### src/common/touch_ctrl_pkg.sv
// Register map, field layout and fixed codes of the touch controller host register bank.
package touch_ctrl_pkg;

  // ----------------------------------------------------------------
  // Register offsets
  // ----------------------------------------------------------------
  localparam logic [7:0] ADDR_MEM_STATUS = 8'h08;
  localparam logic [7:0] ADDR_COMP_MODE  = 8'h09;
  localparam logic [7:0] ADDR_GPO_CTRL   = 8'h0a;
  localparam logic [7:0] ADDR_PIN_SELECT = 8'h0b;
  localparam logic [7:0] ADDR_INTENSITY  = 8'h0c;
  localparam logic [7:0] ADDR_GW_CONFIG  = 8'h0d;
  localparam logic [7:0] ADDR_BURST_BASE = 8'h0e;
  localparam logic [7:0] ADDR_KEY_UPPER  = 8'hac;
  localparam logic [7:0] ADDR_KEY_LOWER  = 8'had;
  localparam logic [7:0] ADDR_SOFT_RESET = 8'hb1;

  // ----------------------------------------------------------------
  // Field positions and encodings
  // ----------------------------------------------------------------
  localparam int         MODE_COMP_BIT  = 2;
  localparam int         GW_EN_LSB      = 4;
  localparam int         GW_DIR_BIT     = 3;
  localparam logic [1:0] GW_EN_ON       = 2'h1;
  localparam logic [1:0] MODE_ACTIVE    = 2'h0;
  localparam logic [1:0] MODE_SLEEP     = 2'h2;
  localparam logic [1:0] MODE_RESERVED  = 2'h3;
  localparam logic [2:0] BURN_COUNT_MAX = 3'h4;
  localparam logic [2:0] BURN_COUNT_LIM = 3'h3;

  // ----------------------------------------------------------------
  // Burst window and parameter memory
  // ----------------------------------------------------------------
  localparam int         BURST_LEN  = 8;
  localparam int         MEM_BYTES  = 128;
  localparam logic [7:0] BURST_FULL = 8'hff;

  // ----------------------------------------------------------------
  // Key and sequence bytes
  // ----------------------------------------------------------------
  localparam logic [7:0] KEY_UPPER_VAL = 8'h62;
  localparam logic [7:0] KEY_LOWER_VAL = 8'h9d;
  localparam logic [7:0] BURN_GO_1     = 8'ha5;
  localparam logic [7:0] BURN_GO_2     = 8'h5a;
  localparam logic [7:0] SOFT_RST_1    = 8'hde;
  localparam logic [7:0] SOFT_RST_2    = 8'h00;

endpackage : touch_ctrl_pkg

### src/i2c_reg_slave.sv
// I2C slave byte engine with an auto-incrementing register pointer.
`timescale 1ns/1ps
`default_nettype none
module i2c_reg_slave #(
  parameter logic [6:0] DEV_ADDR = 7'h2b
) (
  input  wire logic       clk_i,
  input  wire logic       rst_n_i,
  input  wire logic       scl_i,
  input  wire logic       sda_i,
  output logic            sda_oe_o,
  output logic [7:0]      ptr_o,
  output logic            wr_stb_o,
  output logic [7:0]      wr_addr_o,
  output logic [7:0]      wr_data_o,
  input  wire logic [7:0] rd_data_i,
  output logic            rd_stb_o,
  output logic [7:0]      rd_addr_o,
  output logic            stop_o
);
  typedef enum logic [2:0] {S_IDLE, S_ADDR, S_WBYTE, S_ACK, S_RBYTE, S_MACK, S_MSAMP} state_t;

  state_t     st_q, st_d;
  logic [7:0] shift_q, shift_d, ptr_q, ptr_d, wa_q, wa_d, wd_q, wd_d, ra_q, ra_d;
  logic [2:0] bit_q, bit_d;
  logic       scl_q, sda_q, oe_q, oe_d, rw_q, rw_d, first_q, first_d, flag_q, flag_d;
  logic       wst_q, wst_d, rst_q, rst_d, stop_q, stop_d;
  logic       rise, fall, start, stop;
  logic [7:0] nb;

  assign rise  = scl_i & ~scl_q;
  assign fall  = ~scl_i & scl_q;
  assign start = scl_i & scl_q & sda_q & ~sda_i;
  assign stop  = scl_i & scl_q & ~sda_q & sda_i;
  assign nb    = {shift_q[6:0], sda_i};

  always_comb begin
    st_d = st_q; shift_d = shift_q; ptr_d = ptr_q; wa_d = wa_q; wd_d = wd_q; ra_d = ra_q;
    bit_d = bit_q; oe_d = oe_q; rw_d = rw_q; first_d = first_q; flag_d = flag_q;
    wst_d = 1'b0; rst_d = 1'b0; stop_d = 1'b0;
    if (start) begin
      st_d = S_ADDR; bit_d = 3'h0; first_d = 1'b1; oe_d = 1'b0;
    end else if (stop) begin
      st_d = S_IDLE; oe_d = 1'b0; stop_d = 1'b1;
    end else begin
      unique case (st_q)
        S_IDLE: ;
        S_ADDR, S_WBYTE: if (rise) begin
          shift_d = nb;
          bit_d   = bit_q + 3'h1;
          if (bit_q == 3'h7) begin
            flag_d = 1'b0;
            st_d   = S_ACK;
            if (st_q == S_ADDR) begin
              rw_d = nb[0];
              if (nb[7:1] != DEV_ADDR) st_d = S_IDLE;
            end else if (first_q) begin
              ptr_d = nb; first_d = 1'b0;
            end else begin
              wst_d = 1'b1; wa_d = ptr_q; wd_d = nb; ptr_d = ptr_q + 8'h01;
            end
          end
        end
        S_ACK: if (fall) begin
          if (!flag_q) begin
            oe_d = 1'b1; flag_d = 1'b1;
          end else if (rw_q) begin
            shift_d = rd_data_i; oe_d = ~rd_data_i[7]; rst_d = 1'b1; ra_d = ptr_q;
            ptr_d = ptr_q + 8'h01; bit_d = 3'h0; st_d = S_RBYTE;
          end else begin
            oe_d = 1'b0; st_d = S_WBYTE;
          end
        end
        S_RBYTE: begin
          if (fall) begin
            shift_d = {shift_q[6:0], 1'b0}; oe_d = ~shift_q[6];
          end
          if (rise) begin
            bit_d = bit_q + 3'h1;
            if (bit_q == 3'h7) st_d = S_MACK;
          end
        end
        S_MACK: if (fall) begin
          oe_d = 1'b0; flag_d = 1'b0; st_d = S_MSAMP;
        end
        S_MSAMP: begin
          // A master NACK ends the read; the pointer already sits past the last byte.
          if (rise) begin
            if (sda_i) st_d = S_IDLE;
            else flag_d = 1'b1;
          end
          if (fall && flag_q) begin
            shift_d = rd_data_i; oe_d = ~rd_data_i[7]; rst_d = 1'b1; ra_d = ptr_q;
            ptr_d = ptr_q + 8'h01; bit_d = 3'h0; st_d = S_RBYTE;
          end
        end
      endcase
    end
  end

  always_ff @(posedge clk_i or negedge rst_n_i) begin
    if (!rst_n_i) begin
      st_q <= S_IDLE; shift_q <= 8'h00; ptr_q <= 8'h00; wa_q <= 8'h00; wd_q <= 8'h00; ra_q <= 8'h00;
      bit_q <= 3'h0; scl_q <= 1'b1; sda_q <= 1'b1; oe_q <= 1'b0; rw_q <= 1'b0; first_q <= 1'b0;
      flag_q <= 1'b0; wst_q <= 1'b0; rst_q <= 1'b0; stop_q <= 1'b0;
    end else begin
      st_q <= st_d; shift_q <= shift_d; ptr_q <= ptr_d; wa_q <= wa_d; wd_q <= wd_d; ra_q <= ra_d;
      bit_q <= bit_d; scl_q <= scl_i; sda_q <= sda_i; oe_q <= oe_d; rw_q <= rw_d; first_q <= first_d;
      flag_q <= flag_d; wst_q <= wst_d; rst_q <= rst_d; stop_q <= stop_d;
    end
  end

  assign sda_oe_o  = oe_q;
  assign ptr_o     = ptr_q;
  assign wr_stb_o  = wst_q;
  assign wr_addr_o = wa_q;
  assign wr_data_o = wd_q;
  assign rd_stb_o  = rst_q;
  assign rd_addr_o = ra_q;
  assign stop_o    = stop_q;
endmodule : i2c_reg_slave
`default_nettype wire

### src/touch_ctrl_host_register_bank.sv
// Host register bank of the touch controller behind an I2C slave port.
//
// Contract
// - Status bit 3 shows burned parameters valid.
// - Burn count 0..4; four forces factory set.
// - Mode bit 2 starts and shows compensation.
// - Mode bits 1:0 select active, doze, sleep.
// - Mode upper bits written zero, read arbitrary.
// - Output bits switch pins on or off.
// - Output bits reset from power-up state; masked.
// - Pin selector chooses addressed pulse-width pin.
// - Intensity register sets and reads selected pin.
// - Pin default intensity is on or off level.
// - Writes 0xDE then 0x00 reset chip.
// - Gateway bits 5:4 equal 01 enable access.
// - Gateway bit 3 picks read or write.
// - Burst base aligned to eight, up to 0x78.
// - Memory exchange always in eight-byte bursts; only writes are staged as bursts, reads return any window byte on its own.
// - Upper burn key must hold 0x62.
// - Lower burn key must hold 0x9D.
// - Burn starts on 0xA5, 0x5A, then STOP.
// - Burst bytes use I2C addresses 0 to 7.
// - Finished burn sets flag and interrupt line.
`timescale 1ns/1ps
`default_nettype none
module touch_ctrl_host_register_bank #(
  parameter logic [6:0] DEV_ADDR    = 7'h2b, // Arbitrary slave address.
  parameter int         COMP_CYCLES = 64,
  parameter int         BURN_CYCLES = 256
) (
  input  wire logic        clk_i,
  input  wire logic        arst_n_i,
  input  wire logic        scl_i,
  input  wire logic        sda_i,
  output logic             sda_o,
  output logic             sda_oe_o,
  input  wire logic [7:0]  output_powerup_state_i,
  input  wire logic [7:0]  gpo_pin_mask_i,
  input  wire logic [7:0]  on_level_i,
  input  wire logic [7:0]  off_level_i,
  input  wire logic        autolight_en_i,
  input  wire logic        burn_flag_clear_i,
  output logic [1:0]       op_mode_o,
  output logic             comp_running_o,
  output logic [7:0]       general_output_pin_o,
  output logic [63:0]      pwm_intensity_o,
  output logic             param_access_on_o,
  output logic             burn_busy_o,
  output logic             burn_flag_o,
  output logic             interrupt_line_n_o,
  output logic             soft_reset_o
);
  if (COMP_CYCLES < 1 || COMP_CYCLES > 65535 || BURN_CYCLES < 1 || BURN_CYCLES > 65535) begin : g_chk_cycles
    $error("cycle count out of range");
  end

  // ----------------------------------------------------------------
  // Reset release and I2C engine
  // ----------------------------------------------------------------
  logic [1:0] rsync_q;
  logic       rst_n;
  always_ff @(posedge clk_i or negedge arst_n_i) begin
    if (!arst_n_i) rsync_q <= 2'h0;
    else rsync_q <= {rsync_q[0], 1'b1};
  end
  assign rst_n = rsync_q[1];
  logic [7:0] ptr, wa, wd, rd_data, ra;
  logic       wr, rd, stop;
  i2c_reg_slave #(.DEV_ADDR(DEV_ADDR)) u_slave (
    .clk_i     (clk_i),
    .rst_n_i   (rst_n),
    .scl_i     (scl_i),
    .sda_i     (sda_i),
    .sda_oe_o  (sda_oe_o),
    .ptr_o     (ptr),
    .wr_stb_o  (wr),
    .wr_addr_o (wa),
    .wr_data_o (wd),
    .rd_data_i (rd_data),
    .rd_stb_o  (rd),
    .rd_addr_o (ra),
    .stop_o    (stop)
  );
  assign sda_o = 1'b0;

  // ----------------------------------------------------------------
  // Register state
  // ----------------------------------------------------------------
  logic [7:0]  gpo_q, gpo_d, base_q, base_d, khi_q, khi_d, klo_q, klo_d, mask_q, mask_d;
  logic [7:0]  inten_q [8], inten_d [8];
  logic [7:0]  stage_q [8], stage_d [8];
  logic [7:0]  mem_q [touch_ctrl_pkg::MEM_BYTES];
  logic [1:0]  mode_q, mode_d, gwen_q, gwen_d, seq_q, seq_d;
  logic [2:0]  sel_q, sel_d, cnt_q, cnt_d;
  logic [15:0] ctmr_q, ctmr_d, btmr_q, btmr_d;
  logic        init_q, init_d, comp_q, comp_d, dir_q, dir_d, busy_q, busy_d, valid_q, valid_d;
  logic        flag_q, flag_d, irqn_q, irqn_d, arm_q, arm_d, srp_q, srp_d, acc_q, acc_d;
  logic        gw_on;
  assign gw_on = (gwen_q == touch_ctrl_pkg::GW_EN_ON);
  // Addresses 0..7 reach the burst window only while access mode is on.
  function automatic logic in_window(input logic [7:0] a, input logic on);
    in_window = on && (a < 8'(touch_ctrl_pkg::BURST_LEN));
  endfunction : in_window

  always_comb begin
    gpo_d = gpo_q; base_d = base_q; khi_d = khi_q; klo_d = klo_q; mask_d = mask_q;
    inten_d = inten_q; stage_d = stage_q; mode_d = mode_q; gwen_d = gwen_q; seq_d = seq_q;
    sel_d = sel_q; cnt_d = cnt_q; ctmr_d = ctmr_q; btmr_d = btmr_q; init_d = init_q;
    comp_d = comp_q; dir_d = dir_q; busy_d = busy_q; valid_d = valid_q; flag_d = flag_q;
    arm_d = arm_q; srp_d = 1'b0;
    // The power-up state is a port, so it is loaded by the first clocked cycle after release.
    if (!init_q) begin
      init_d = 1'b1;
      gpo_d  = output_powerup_state_i;
      for (int i = 0; i < 8; i++) begin
        inten_d[i] = output_powerup_state_i[i] ? on_level_i : off_level_i;
      end
    end
    if (comp_q) begin
      if (ctmr_q == 16'h0000) comp_d = 1'b0;
      else ctmr_d = ctmr_q - 16'h0001;
    end
    if (burn_flag_clear_i) flag_d = 1'b0;
    if (busy_q) begin
      if (btmr_q == 16'h0000) begin
        busy_d = 1'b0;
        flag_d = 1'b1;
        if (cnt_q != touch_ctrl_pkg::BURN_COUNT_MAX) cnt_d = cnt_q + 3'h1;
        valid_d = (cnt_q < touch_ctrl_pkg::BURN_COUNT_LIM);
      end else begin
        btmr_d = btmr_q - 16'h0001;
      end
    end
    // A complete burst is committed and the stage empties; leaving access mode drops a partial one.
    if (mask_q == touch_ctrl_pkg::BURST_FULL || !gw_on) mask_d = 8'h00;
    if (wr) begin
      if (in_window(wa, gw_on)) begin
        if (!dir_q) begin
          stage_d[wa[2:0]] = wd;
          mask_d[wa[2:0]]  = 1'b1;
        end
      end else begin
        case (wa)
          touch_ctrl_pkg::ADDR_COMP_MODE: begin
            if (wd[touch_ctrl_pkg::MODE_COMP_BIT]) begin
              comp_d = 1'b1;
              ctmr_d = 16'(COMP_CYCLES - 1);
            end
            if (wd[1:0] != touch_ctrl_pkg::MODE_RESERVED) mode_d = wd[1:0];
          end
          touch_ctrl_pkg::ADDR_GPO_CTRL: begin
            for (int i = 0; i < 8; i++) begin
              if (gpo_pin_mask_i[i]) begin
                gpo_d[i] = wd[i];
                if (!autolight_en_i) inten_d[i] = wd[i] ? on_level_i : off_level_i;
              end
            end
          end
          touch_ctrl_pkg::ADDR_PIN_SELECT: sel_d = wd[2:0];
          touch_ctrl_pkg::ADDR_INTENSITY:  inten_d[sel_q] = wd;
          touch_ctrl_pkg::ADDR_GW_CONFIG: begin
            gwen_d = wd[touch_ctrl_pkg::GW_EN_LSB +: 2];
            dir_d  = wd[touch_ctrl_pkg::GW_DIR_BIT];
          end
          touch_ctrl_pkg::ADDR_BURST_BASE: begin
            if (khi_q == touch_ctrl_pkg::KEY_UPPER_VAL && klo_q == touch_ctrl_pkg::KEY_LOWER_VAL &&
                wd == touch_ctrl_pkg::BURN_GO_1) begin
              seq_d = 2'h1;
            end else if (seq_q == 2'h1 && wd == touch_ctrl_pkg::BURN_GO_2) begin
              seq_d = 2'h2;
            end else begin
              seq_d  = 2'h0;
              base_d = {1'b0, wd[6:3], 3'h0};
            end
          end
          touch_ctrl_pkg::ADDR_KEY_UPPER: khi_d = wd;
          touch_ctrl_pkg::ADDR_KEY_LOWER: klo_d = wd;
          touch_ctrl_pkg::ADDR_SOFT_RESET: begin
            srp_d = arm_q && (wd == touch_ctrl_pkg::SOFT_RST_2);
            arm_d = (wd == touch_ctrl_pkg::SOFT_RST_1);
          end
          default: ;
        endcase
      end
    end
    // Only the STOP after the second go byte starts a burn; sleep refuses it, as it needs the sensing engine.
    if (stop && seq_q == 2'h2) begin
      if (!busy_q && mode_q != touch_ctrl_pkg::MODE_SLEEP) begin
        busy_d = 1'b1;
        btmr_d = 16'(BURN_CYCLES - 1);
        khi_d  = 8'h00;
        klo_d  = 8'h00;
      end
      seq_d = 2'h0;
    end
    // Soft reset returns the control state; burn history survives as it is non-volatile.
    if (srp_q) begin
      init_d = 1'b0; mode_d = touch_ctrl_pkg::MODE_ACTIVE; comp_d = 1'b0; sel_d = 3'h0;
      gwen_d = 2'h0; dir_d = 1'b0; base_d = 8'h00; khi_d = 8'h00; klo_d = 8'h00;
      seq_d = 2'h0; arm_d = 1'b0; mask_d = 8'h00;
    end
    acc_d  = (gwen_d == touch_ctrl_pkg::GW_EN_ON);
    irqn_d = ~flag_d;
  end

  always_ff @(posedge clk_i or negedge rst_n) begin
    if (!rst_n) begin
      gpo_q <= 8'h00; base_q <= 8'h00; khi_q <= 8'h00; klo_q <= 8'h00; mask_q <= 8'h00;
      inten_q <= '{default: 8'h00};
      stage_q <= '{default: 8'h00};
      mode_q <= touch_ctrl_pkg::MODE_ACTIVE; gwen_q <= 2'h0; seq_q <= 2'h0; sel_q <= 3'h0;
      cnt_q <= 3'h0; ctmr_q <= 16'h0000; btmr_q <= 16'h0000; init_q <= 1'b0; comp_q <= 1'b0;
      dir_q <= 1'b0; busy_q <= 1'b0; valid_q <= 1'b0; flag_q <= 1'b0; irqn_q <= 1'b1;
      arm_q <= 1'b0; srp_q <= 1'b0; acc_q <= 1'b0;
    end else begin
      gpo_q <= gpo_d; base_q <= base_d; khi_q <= khi_d; klo_q <= klo_d; mask_q <= mask_d;
      inten_q <= inten_d; stage_q <= stage_d; mode_q <= mode_d; gwen_q <= gwen_d;
      seq_q <= seq_d; sel_q <= sel_d; cnt_q <= cnt_d; ctmr_q <= ctmr_d; btmr_q <= btmr_d;
      init_q <= init_d; comp_q <= comp_d; dir_q <= dir_d; busy_q <= busy_d; valid_q <= valid_d;
      flag_q <= flag_d; irqn_q <= irqn_d; arm_q <= arm_d; srp_q <= srp_d; acc_q <= acc_d;
    end
  end

  // The parameter memory has no reset; its content is owned by the burst traffic.
  always_ff @(posedge clk_i) begin
    if (mask_q == touch_ctrl_pkg::BURST_FULL && gw_on) begin
      for (int i = 0; i < touch_ctrl_pkg::BURST_LEN; i++) begin
        mem_q[{base_q[6:3], 3'(i)}] <= stage_q[i];
      end
    end
  end

  // ----------------------------------------------------------------
  // Read data
  // ----------------------------------------------------------------
  always_comb begin
    rd_data = 8'h00;
    if (in_window(ptr, gw_on)) begin
      if (dir_q) rd_data = mem_q[{base_q[6:3], ptr[2:0]}];
    end else begin
      case (ptr)
        touch_ctrl_pkg::ADDR_MEM_STATUS: rd_data = {4'h0, valid_q, cnt_q};
        touch_ctrl_pkg::ADDR_COMP_MODE:  rd_data = {5'h00, comp_q, mode_q};
        touch_ctrl_pkg::ADDR_GPO_CTRL:   rd_data = gpo_q;
        touch_ctrl_pkg::ADDR_PIN_SELECT: rd_data = {5'h00, sel_q};
        touch_ctrl_pkg::ADDR_INTENSITY:  rd_data = inten_q[sel_q];
        touch_ctrl_pkg::ADDR_GW_CONFIG:  rd_data = {2'h0, gwen_q, dir_q, 3'h0};
        touch_ctrl_pkg::ADDR_BURST_BASE: rd_data = base_q;
        touch_ctrl_pkg::ADDR_KEY_UPPER:  rd_data = khi_q;
        touch_ctrl_pkg::ADDR_KEY_LOWER:  rd_data = klo_q;
        default:                         rd_data = 8'h00;
      endcase
    end
  end

  assign op_mode_o            = mode_q;
  assign comp_running_o       = comp_q;
  assign general_output_pin_o = gpo_q;
  for (genvar g = 0; g < 8; g++) begin : g_pwm
    assign pwm_intensity_o[g*8 +: 8] = inten_q[g];
  end
  assign param_access_on_o    = acc_q;
  assign burn_busy_o          = busy_q;
  assign burn_flag_o          = flag_q;
  assign interrupt_line_n_o   = irqn_q;
  assign soft_reset_o         = srp_q;

  // ----------------------------------------------------------------
  // Assertions
  // ----------------------------------------------------------------
  wire logic mode_wr = wr && wa == touch_ctrl_pkg::ADDR_COMP_MODE && !srp_q;

  property p_mode_keep;
    @(posedge clk_i) disable iff (!rst_n) mode_wr && wd[1:0] == 2'h3 |=> $stable(op_mode_o);
  endproperty
  a_mode_keep: assert property (p_mode_keep) else $error("reserved mode changed mode");
  property p_mode_set;
    @(posedge clk_i) disable iff (!rst_n) mode_wr && wd[1:0] != 2'h3 |=> op_mode_o == $past(wd[1:0]);
  endproperty
  a_mode_set: assert property (p_mode_set) else $error("mode write not applied");
  property p_comp_start;
    @(posedge clk_i) disable iff (!rst_n) mode_wr && wd[2] |=> comp_running_o [*2];
  endproperty
  a_comp_start: assert property (p_comp_start) else $error("compensation not started");
  property p_comp_end;
    @(posedge clk_i) disable iff (!rst_n) comp_q && ctmr_q == 16'h0000 && !mode_wr |=> !comp_running_o;
  endproperty
  a_comp_end: assert property (p_comp_end) else $error("compensation did not finish");
  property p_valid_count;
    @(posedge clk_i) disable iff (!rst_n) valid_q |-> cnt_q inside {3'h1, 3'h2, 3'h3};
  endproperty
  a_valid_count: assert property (p_valid_count) else $error("valid with bad burn count");
  property p_count_max;
    @(posedge clk_i) disable iff (!rst_n) cnt_q <= 3'h4;
  endproperty
  a_count_max: assert property (p_count_max) else $error("burn count above four");
  property p_burn_done;
    @(posedge clk_i) disable iff (!rst_n) busy_q && btmr_q == 16'h0000 |=> burn_flag_o && !interrupt_line_n_o && !burn_busy_o;
  endproperty
  a_burn_done: assert property (p_burn_done) else $error("burn end not flagged");
  property p_burn_start;
    @(posedge clk_i) disable iff (!rst_n) $rose(burn_busy_o) |-> $past(stop) && $past(seq_q) == 2'h2;
  endproperty
  a_burn_start: assert property (p_burn_start) else $error("burn started without sequence");
  property p_soft_reset;
    @(posedge clk_i) disable iff (!rst_n) soft_reset_o |-> $past(wr) && $past(wd) == 8'h00 && $past(arm_q);
  endproperty
  a_soft_reset: assert property (p_soft_reset) else $error("soft reset without sequence");
  property p_rearm;
    @(posedge clk_i) disable iff (!rst_n)
      wr && wa == touch_ctrl_pkg::ADDR_SOFT_RESET && wd != 8'hde |=> !arm_q ##1 !soft_reset_o;
  endproperty
  a_rearm: assert property (p_rearm) else $error("soft reset detector not re-armed");
  property p_gpo_mask;
    @(posedge clk_i) disable iff (!rst_n)
      init_q && !srp_q && $stable(gpo_pin_mask_i) |=> (gpo_q & ~gpo_pin_mask_i) == $past(gpo_q & ~gpo_pin_mask_i);
  endproperty
  a_gpo_mask: assert property (p_gpo_mask) else $error("unconfigured output bit changed");
  property p_sel_read;
    @(posedge clk_i) disable iff (!rst_n)
      rd && ra == touch_ctrl_pkg::ADDR_INTENSITY && !gw_on |-> $past(rd_data) == $past(inten_q[sel_q]);
  endproperty
  a_sel_read: assert property (p_sel_read) else $error("intensity read wrong pin");
  property p_commit;
    @(posedge clk_i) disable iff (!rst_n) mask_q == 8'hff |=> mask_q == 8'h00;
  endproperty
  a_commit: assert property (p_commit) else $error("full burst not committed");
  c_burn:  cover property (@(posedge clk_i) disable iff (!rst_n) $rose(burn_flag_o));
  c_reset: cover property (@(posedge clk_i) disable iff (!rst_n) soft_reset_o);
  c_burst: cover property (@(posedge clk_i) disable iff (!rst_n) mask_q == 8'hff);
  c_comp:  cover property (@(posedge clk_i) disable iff (!rst_n) $fell(comp_running_o));
endmodule : touch_ctrl_host_register_bank
`default_nettype wire

### config.mk
export PLATFORM = sky130hd
export DESIGN_NAME = touch_ctrl_host_register_bank
export DESIGN_NICKNAME = d
export VERILOG_FILES = /design/src/common/touch_ctrl_pkg.sv /design/src/i2c_reg_slave.sv /design/src/touch_ctrl_host_register_bank.sv
export SDC_FILE = /design/constraint.sdc
export NUM_CORES = 2
export LEC_CHECK = 0
export BUFFER_PORTS_ARGS = -buffer_cell sky130_fd_sc_hd__buf_4
export CORE_UTILIZATION = 60
export CTS_CLUSTER_SIZE = 12
export DETAILED_ROUTE_END_ITERATION = 10
export PLACE_DENSITY = 0.77
export SLEW_MARGIN = 30
export SYNTH_ARGS = -nofsm -noshare
export SYNTH_HDL_FRONTEND = slang
export SYNTH_SLANG_ARGS = --single-unit
### constraint.sdc
create_clock -name clk_i -period 18.1 [get_ports clk_i]
set_input_delay 1.81 -clock clk_i [delete_from_list [all_inputs] [get_ports clk_i]]
set_output_delay 1.81 -clock clk_i [all_outputs]
set_load 0.1 [all_outputs]
## After elaboration in Yosys (flattened, before gate mapping)

Memory sizes are Yosys's and may differ from the RTL's.
Cells that the tools add are included.

| word-level totals | value |
|---|---|
| output and inout bits | 82 |
| bits in registers | 269 |
| input bits | 38 |
| logic and storage cells | 432 |
| bits in writable memories | 1,024 |
| memories | 1 |

| operators by class | value |
|---|---|
| $add $sub $neg | 5 |
| multiplexer cells | 213 |
| bitwise operators | 22 |
| equal/unequal tests | 72 |
| order comparisons | 9 |
| reductions and logical operators | 57 |

Memory list:

| name | words | width | rd ports | clocked after Yosys merged registers in | write ports | RTL line | source |
|---|---|---|---|---|---|---|---|
| mem_q | 128 | 8 | 1 | 0 | 8 | touch_ctrl_host_register_bank.sv:92 | `logic [7:0] mem_q [touch_ctrl_pkg::MEM_BYTES];` |

Operators with widths:

| cell | number |
|---|---|
| $mux W8 | 73 |
| $mux W64 | 3 |
| $mux W16 | 10 |
| $bwmux W64 | 2 |
| $pmux W64 S2 | 1 |
| $eq A8 B4 Y1 const B | 13 |
| $mux W3 | 25 |
| $eq A8 B8 Y1 const B | 9 |
| $pmux W8 S9 | 1 |
| $mux W1 | 65 |
| $demux W8 S3 | 2 |
| $mux W7 | 6 |
| $ne A4 B1 Y1 const B | 9 |
| $mux W2 | 17 |
| $logic_not A16 Y1 | 2 |
| $sub A16 B1 Y16 const B | 2 |
| $pmux W7 S4 | 1 |
| $bmux W8 S3 | 1 |
| $pmux W8 S3 | 1 |
| $ne A2 B1 Y1 const B | 11 |
| $reduce_and A10 Y1 | 2 |
| $reduce_bool A2 Y1 | 10 |
| $reduce_and A3 Y1 | 6 |
| $reduce_and A9 Y1 | 2 |
| 44 further kinds | 104 |

## Logic depth before layout (Yosys ltp)

| logic depth | value |
|---|---|
| depth after elaboration | 13 |
| gate-level depth with buffers | 13 |
| mapped depth without buffers | 9 |

## By module

A second synthesis with hierarchy kept.

| second synthesis, totals | value |
|---|---|
| cells, all modules | 3,515 |
| area total of the unflattened synthesis | 55,197.9 µm² |

By module, submodules not included:

| module | cells an instance | times used | sequential area each (µm²) | area each (µm²) |
|---|---|---|---|---|
| touch_ctrl_host_register_bank | 3,251 | 1 | 36,256.0 | 52,331.4 |
| i2c_reg_slave | 264 | 1 | 1,353.8 | 2,866.5 |

## Worst setup path after synthesis

Ideal clock, no wire load.

| timing | value |
|---|---|
| path type | reg-to-reg |
| start point | register base_q[3] |
| end point | memory mem_q[120][0], enable pin |
| required time | 17,613 ps |
| arrival | 4,125 ps |
| cell stages (with the launch flop) | 7 |
| clock period less this slack | 4,611 ps |
| setup time | 487 ps |
| path buffers | 3 |
| setup slack | 13,489 ps |
| cells stage by stage | dfrtp_1 -> clkbuf_1 -> and2_1 -> clkbuf_1 -> clkbuf_1 -> nand2_1 -> nor2_1 |

RTL lines:

| what | RTL line | source |
|---|---|---|
| start: declaration | touch_ctrl_host_register_bank.sv:89 | `logic [7:0] gpo_q, gpo_d, base_q, base_d, khi_q, khi_d, klo_q, klo_d, mask_q, mask_d;` |
| start signal: assignment | touch_ctrl_host_register_bank.sv:216 | `gpo_q <= gpo_d; base_q <= base_d; khi_q <= khi_d; klo_q <= klo_d; mask_q <= mask_d;` |
| end: declaration | touch_ctrl_host_register_bank.sv:92 |  |

## Final worst setup path

| timing | value |
|---|---|
| start point | register u_slave.ptr_q[0] (netlist: u_slave.ptr_o[0]) |
| end point | register u_slave.shift_q[3] |

| on the way | value |
|---|---|
| word-level cells in the longest chain between the ends | 7 |
| elaborated cells on any way between the ends | 20 |
| those cells by class | 1 x order compare; 9 x eq/ne; 8 x mux; 1 x reduce/logical; 1 x memory |

RTL lines:

| what | RTL line | source |
|---|---|---|
| start: declaration | i2c_reg_slave.sv:24 | `logic [7:0] shift_q, shift_d, ptr_q, ptr_d, wa_q, wa_d, wd_q, wd_d, ra_q, ra_d;` |
| start signal: assignment | i2c_reg_slave.sv:107 | `st_q <= st_d; shift_q <= shift_d; ptr_q <= ptr_d; wa_q <= wa_d; wd_q <= wd_d; ra_q <= ra_d;` |
| $mem_v2 Z128 W8 (tied with other cells) | - |  |
| $mux W8 (tied with other cells) | touch_ctrl_host_register_bank.sv:239 | `if (dir_q) rd_data = mem_q[{base_q[6:3], ptr[2:0]}];` |
| $mux W8 * | touch_ctrl_host_register_bank.sv:238 | `if (in_window(ptr, gw_on)) begin` |
| $mux W7 | i2c_reg_slave.sv:67 | `end else if (rw_q) begin` |
| $mux W7 | i2c_reg_slave.sv:65 | `if (!flag_q) begin` |
| $mux W7 | i2c_reg_slave.sv:64 | `S_ACK: if (fall) begin` |
| $pmux W7 S4 * | i2c_reg_slave.sv:46 | `unique case (st_q)` |
| end signal: assignment | i2c_reg_slave.sv:107 |  |
| end: declaration | i2c_reg_slave.sv:24 |  |

Mark *: on every way between the ends. The rest lies on a longest branch, timed or not. The select of a mux whose other input is x is not followed.
A chain may end at the register's enable or synchronous reset.

==> impl_results.html <==
<table>
<tr><th>Metric</th><th>Value</th></tr>
<tr><th colspan="2">Status</th></tr>
<tr><td>Run status</td><td>completed</td></tr>
<tr><th colspan="2">Floorplanning</th></tr>
<tr><td>Row Count</td><td>111</td></tr>
<tr><td>Initial standard-cell utilization of the core</td><td>60.7%</td></tr>
<tr><td>Die span in y</td><td>306 um</td></tr>
<tr><td>Core ar.</td><td>0.0917 sq mm</td></tr>
<tr><td>Floorplan die width</td><td>306 um</td></tr>
<tr><td>Die area</td><td>0.0939 sq mm</td></tr>
<tr><td>Number of I/O pins</td><td>120</td></tr>
<tr><th colspan="2">Critical path</th></tr>
<tr><td>Cell with the largest stage delay on the worst path</td><td>sky130_fd_sc_hd__dfrtp_4</td></tr>
<tr><td>Critical Path, Cell by Cell</td><td>buf_12 &gt; buf_4 &gt; buf_4 &gt; mux4_2 &gt; a311oi_1 &gt; a21oi_1 &gt; nor4_1 &gt; nor3_1 &gt; a21o_1</td></tr>
<tr><td>Class of the most critical setup path</td><td>flip-flop to flip-flop</td></tr>
<tr><td>Data arrival time of the critical path</td><td>5.21 ns</td></tr>
<tr><td>Max stage delay on crit path</td><td>0.86 ns</td></tr>
<tr><td>Data required time at the worst endpoint</td><td>18.72 ns</td></tr>
<tr><td>Critical path endpoint category</td><td>flip-flop</td></tr>
<tr><td>Critical-path maximum fanout</td><td>71</td></tr>
<tr><td>Crit-path most repeated cell</td><td>sky130_fd_sc_hd__buf_4</td></tr>
<tr><td>Worst setup SP type</td><td>flip-flop</td></tr>
<tr><th colspan="2">Clock tree</th></tr>
<tr><td>Clk sink count</td><td>1289</td></tr>
<tr><td>Number of hold buffers added after CTS</td><td>0</td></tr>
<tr><td>Number of clock buffers inserted by TritonCTS</td><td>130</td></tr>
<tr><td>TritonCTS clock tree</td><td>done</td></tr>
<tr><td>Clock network latency to the later pin of the worst-skew pair</td><td>0.73 ns</td></tr>
<tr><td>Largest buffer count on any clock path</td><td>3</td></tr>
<tr><td>Root buffer selected by CTS</td><td>sky130_fd_sc_hd__clkbuf_16</td></tr>
<tr><td>Post-CTS setup buffers</td><td>0</td></tr>
<tr><td>Resized Gates After CTS</td><td>0</td></tr>
<tr><td>Clock input transition at the sequential cells of the worst setup and hold paths</td><td>0.06 ns</td></tr>
<tr><td>H-Tree Level Count</td><td>4</td></tr>
<tr><th colspan="2">Layout</th></tr>
<tr><td>Proportion of layout cells with a drive suffix above 1</td><td>16.1%</td></tr>
<tr><td>Core utilization of the finished layout</td><td>67.2%</td></tr>
<tr><td>Synth-to-layout area growth</td><td>10.8%</td></tr>
<tr><td>Number of fill cells in the layout</td><td>6112</td></tr>
<tr><td>Sequential cell area</td><td>0.0374 sq mm</td></tr>
<tr><td>Final std cell area, no fill</td><td>0.0616 sq mm</td></tr>
<tr><td>Post-route insts no fill</td><td>5163</td></tr>
<tr><td>Area of the multi-input gates</td><td>0.0171 sq mm</td></tr>
<tr><td>Nets</td><td>3928</td></tr>
<tr><th colspan="2">Routing</th></tr>
<tr><td>Amount of wire on met3 after detailed routing</td><td>16.2 mm</td></tr>
<tr><td>DRC violation count after routing</td><td>0</td></tr>
<tr><td>Post-route antenna net violation count</td><td>0</td></tr>
<tr><td>Drt first-iter violations</td><td>4410</td></tr>
<tr><td>Average wire per cell in the routed design</td><td>28.4 um</td></tr>
<tr><td>Wire length the detailed router placed on met1</td><td>54.4 mm</td></tr>
<tr><td>Post-DR vias/cell</td><td>6.75</td></tr>
<tr><td>Total wire length after detailed routing</td><td>146 mm</td></tr>
<tr><td>Total length of routed met2 wires</td><td>69.0 mm</td></tr>
<tr><td>Top routing layer in use</td><td>met4</td></tr>
<tr><td>Number of detailed-route iterations in the first pass</td><td>5</td></tr>
<tr><td>Vias after detailed routing</td><td>34829</td></tr>
<tr><th colspan="2">Worst hold path</th></tr>
<tr><td>Hold crit path type</td><td>flip-flop to async pin</td></tr>
<tr><th colspan="2">Yosys</th></tr>
<tr><td>Fraction of synthesis flops using an asynchronous set or reset pin</td><td>20.6%</td></tr>
<tr><td>Count of mapped cells out of synthesis</td><td>3815</td></tr>
<tr><td>Main flop type after synthesis</td><td>sky130_fd_sc_hd__edfxtp_1</td></tr>
<tr><td>Yosys warns</td><td>0</td></tr>
<tr><td>Number of synthesized register bits</td><td>1289</td></tr>
<tr><td>Post-synth EDFFs</td><td>1024</td></tr>
<tr><td>Part of the Yosys area used for sequential elements</td><td>67.2%</td></tr>
<tr><td>Post-synthesis net count</td><td>3865</td></tr>
<tr><td>Avg Inst Size Synth</td><td>14.6 sq um</td></tr>
<tr><td>Unique masters post-synth</td><td>86</td></tr>
<tr><td>Synth Cell Area</td><td>0.0556 sq mm</td></tr>
<tr><th colspan="2">STA</th></tr>
<tr><td>Minimum hold slack</td><td>0.284 ns</td></tr>
<tr><td>Worst slew margin</td><td>29.0%</td></tr>
<tr><td>Setup-failing EPs final</td><td>0</td></tr>
<tr><td>Final hold violation count</td><td>0</td></tr>
<tr><td>Total negative slack for setup checks</td><td>0 ns</td></tr>
<tr><td>Total count of max-transition violations in the final report</td><td>0</td></tr>
<tr><td>Setup repair after global routing missed its margin</td><td>no</td></tr>
<tr><td>Max Clock Freq</td><td>217 MHz</td></tr>
<tr><td>Final critical path time including I/O delays and setup</td><td>4.60 ns</td></tr>
<tr><td>Setup skew after layout</td><td>0.0256 ns</td></tr>
<tr><td>Actual transition at the worst max-transition pin</td><td>1.06 ns</td></tr>
<tr><td>Period utilization</td><td>25.4%</td></tr>
<tr><th colspan="2">GRT</th></tr>
<tr><td>Sum of overflow across all layers after global routing</td><td>0</td></tr>
<tr><td>Wire length of the first global-routing pass</td><td>217 mm</td></tr>
<tr><td>Antenna violations before repair</td><td>1</td></tr>
<tr><td>Overall global routing resource usage</td><td>31.4%</td></tr>
<tr><td>Number of global-route vias before repair</td><td>34120</td></tr>
<tr><td>Maximum number of pins on one net before global-route repair</td><td>101</td></tr>
<tr><th colspan="2">Power</th></tr>
<tr><td>Clock Power Share</td><td>35.8%</td></tr>
<tr><td>Relative contribution of combinational cells to total power</td><td>16.5%</td></tr>
<tr><td>Peak supply drop</td><td>0.112 mV</td></tr>
<tr><td>Leakage dissipation</td><td>19.3 nW</td></tr>
<tr><td>Power density over cell area</td><td>113 mW/mm^2</td></tr>
<tr><td>Net switching share of the total power</td><td>28.1%</td></tr>
<tr><td>Internal cell power</td><td>5.02 mW</td></tr>
<tr><td>Switching power</td><td>1.97 mW</td></tr>
<tr><td>Relative contribution of sequential cells to total power</td><td>47.6%</td></tr>
<tr><th colspan="2">Placement</th></tr>
<tr><td>Number of placed instances with taps included</td><td>4931</td></tr>
<tr><td>Half-perimeter wire length of the detailed placement result</td><td>85.7 mm</td></tr>
<tr><td>Port Buffers</td><td>118</td></tr>
<tr><td>Placed cell areas</td><td>0.0577 sq mm</td></tr>
<tr><td>GPL Wtd Cong</td><td>0.910</td></tr>
<tr><th colspan="2">Flow run</th></tr>
<tr><td># Max-Cap Violations</td><td>0</td></tr>
</table>
registers in the layout, summed over array words and instances (netlist names), 2 cells and up:
| register | flops |
|---|---|
| u_slave.bit_q | 3 |
| klo_q | 8 |
| mask_q | 8 |
| pwm_intensity_o | 64 |
| khi_q | 8 |
| gwen_q | 2 |
| u_slave.ptr_o | 8 |
| sel_q | 3 |
| u_slave.shift_q | 7 |
| op_mode_o | 2 |
| seq_q | 2 |
| rsync_q | 2 |
| mem_q | 1024 |
| u_slave.wr_data_o | 8 |
| stage_q | 64 |
| btmr_q | 16 |
| u_slave.st_q | 3 |
| base_q | 4 |
| ctmr_q | 16 |
| general_output_pin_o | 8 |
| cnt_q | 3 |
| u_slave.wr_addr_o | 8 |
per-layer routing:
layer / up-vias / GRT usage (%)
li1: 14870 / -
met1: 17327 / 42.2
met2: 2220 / 49.6
met3: 412 / 6.77
met4: 0 / 14.2
met5: - / 0
path summary, 6_finish.rpt:
kind / start / endpoint / slack, ns / depth (start not counted)
hold reg to reg: rsync_q[1] / pwm_intensity_o[53] / 0.28 / 0
setup / recovery: u_slave.ptr_o[0] / u_slave.shift_q[3] / 13.50 / 9
hold / removal: rsync_q[1] / pwm_intensity_o[53] / 0.28 / 0
max in group asynchronous: rsync_q[1] / u_slave.shift_q[2] / 15.20 / 4
min in group clk_i: rsync_q[0] / rsync_q[1] / 0.35 / 0
setup reg to reg: u_slave.ptr_o[0] / u_slave.shift_q[3] / 13.50 / 9
layout by cell type, fill, tap and decap left out, types with 12 or more instances in the layout:
master,synthesis,layout
sky130_fd_sc_hd__nor2b_1,44,39
sky130_fd_sc_hd__a22o_1,27,27
sky130_fd_sc_hd__and3_1,16,16
sky130_fd_sc_hd__clkbuf_1,170,72
sky130_fd_sc_hd__o211ai_1,12,12
sky130_fd_sc_hd__mux2_2,98,98
sky130_fd_sc_hd__clkbuf_16,0,137
sky130_fd_sc_hd__o22ai_1,47,47
sky130_fd_sc_hd__nor3_1,46,44
sky130_fd_sc_hd__o21ai_0,189,189
sky130_fd_sc_hd__nor2_1,215,196
sky130_fd_sc_hd__nand4_1,34,34
sky130_fd_sc_hd__a21oi_1,216,216
sky130_fd_sc_hd__nand3_1,78,77
sky130_fd_sc_hd__nor2_4,0,19
sky130_fd_sc_hd__a22oi_1,60,60
sky130_fd_sc_hd__buf_4,31,183
sky130_fd_sc_hd__a21o_1,14,14
sky130_fd_sc_hd__a211oi_1,46,46
sky130_fd_sc_hd__nor4_1,23,23
sky130_fd_sc_hd__edfxtp_1,1024,1024
sky130_fd_sc_hd__ha_1,12,12
sky130_fd_sc_hd__xnor2_1,18,18
sky130_fd_sc_hd__mux4_2,138,138
sky130_fd_sc_hd__dfrtp_1,262,257
sky130_fd_sc_hd__inv_1,26,25
sky130_fd_sc_hd__mux2i_1,381,381
sky130_fd_sc_hd__nand2_1,308,308
sky130_fd_sc_hd__nand2b_1,23,22
sky130_fd_sc_hd__a221oi_1,35,35
critical path: cells and delay by family, from the launching register on:
family / cells / cell delay, ns
DFF: 1 / 0.86
buffers and inverters: 3 / 1.89
muxes: 1 / 0.59
and+or+nand+nor: 2 / 0.44
AOI/OAI and AO/OA: 3 / 0.52
cell type report:
type                            instances  area share [%]
Timing Repair Buffer                  196            2.60
Clock inverter                         20           0.290
Multi-Input combinational cell       2232            27.8
Inverter                               29           0.177
Tap cell                             1186            2.41
Clock buffer                          209            6.00
Antenna cell                            2         0.00812
Sequential cell                      1289            60.7
metrics by stage:
step                      total power, mW  setup WS [ns]
after floorplan                      4.20          10.17
after global placement               4.50          13.16
after detailed placement             4.52          13.45
after CTS                            6.99          13.44
after global routing                 7.17          13.21
final                                6.99          13.50
cell usage after synthesis, drive strengths merged, types with 6 or more instances:
cell type	n	area share, %
o22ai	47	0.53
nor2	218	1.5
nand3b	6	0.081
nand4	34	0.38
a31oi	9	0.10
or3	9	0.10
nor2b	44	0.50
mux4	138	5.6
or4	8	0.11
xnor2	18	0.28
a221oi	35	0.55
a21o	14	0.19
mux2	98	2.0
o31ai	7	0.095
xor2	6	0.095
and2	10	0.11
a211oi	46	0.62
buf	95	1.0
nor3b	6	0.081
clkbuf	170	1.1
a311oi	6	0.095
nor3	49	0.50
inv	27	0.18
a22oi	60	0.81
nand2b	26	0.32
dfrtp	262	12
ha	12	0.27
mux2i	381	6.9
o211ai	12	0.16
nand3	78	0.70
nand2	308	2.1
a21oi	216	1.9
a22o	27	0.43
edfxtp	1024	55
a221o	7	0.13
nor4	27	0.36
and3	16	0.18
o21ai	193	1.7
kinds of logic (layout without fill, tap and decap cells):
group | Yosys count | after routing | share of synthesized area, %
xor gates and xnor gates | 24 | 24 | 0.378
adders and majority gates | 13 | 13 | 0.288
buffers and inverters | 294 | 454 | 2.35
muxes | 617 | 617 | 14.4
other | 2 | 4 | 0.0135
AOI/OAI and AO/OA | 720 | 720 | 8.04
DFF | 1289 | 1289 | 67.2
and+or+nand+nor | 856 | 856 | 7.27
power by group through the flow:
stage / Clock [mW] / Combinational (mW) / Sequential (mW)
floorplan: 0 / 0.811 / 3.39
global placement: 0 / 1.12 / 3.38
detailed placement: 0 / 1.14 / 3.38
CTS: 2.52 / 1.14 / 3.32
global route: 2.63 / 1.21 / 3.33
finish: 2.50 / 1.16 / 3.33
(Power assumes the default switching activity.)
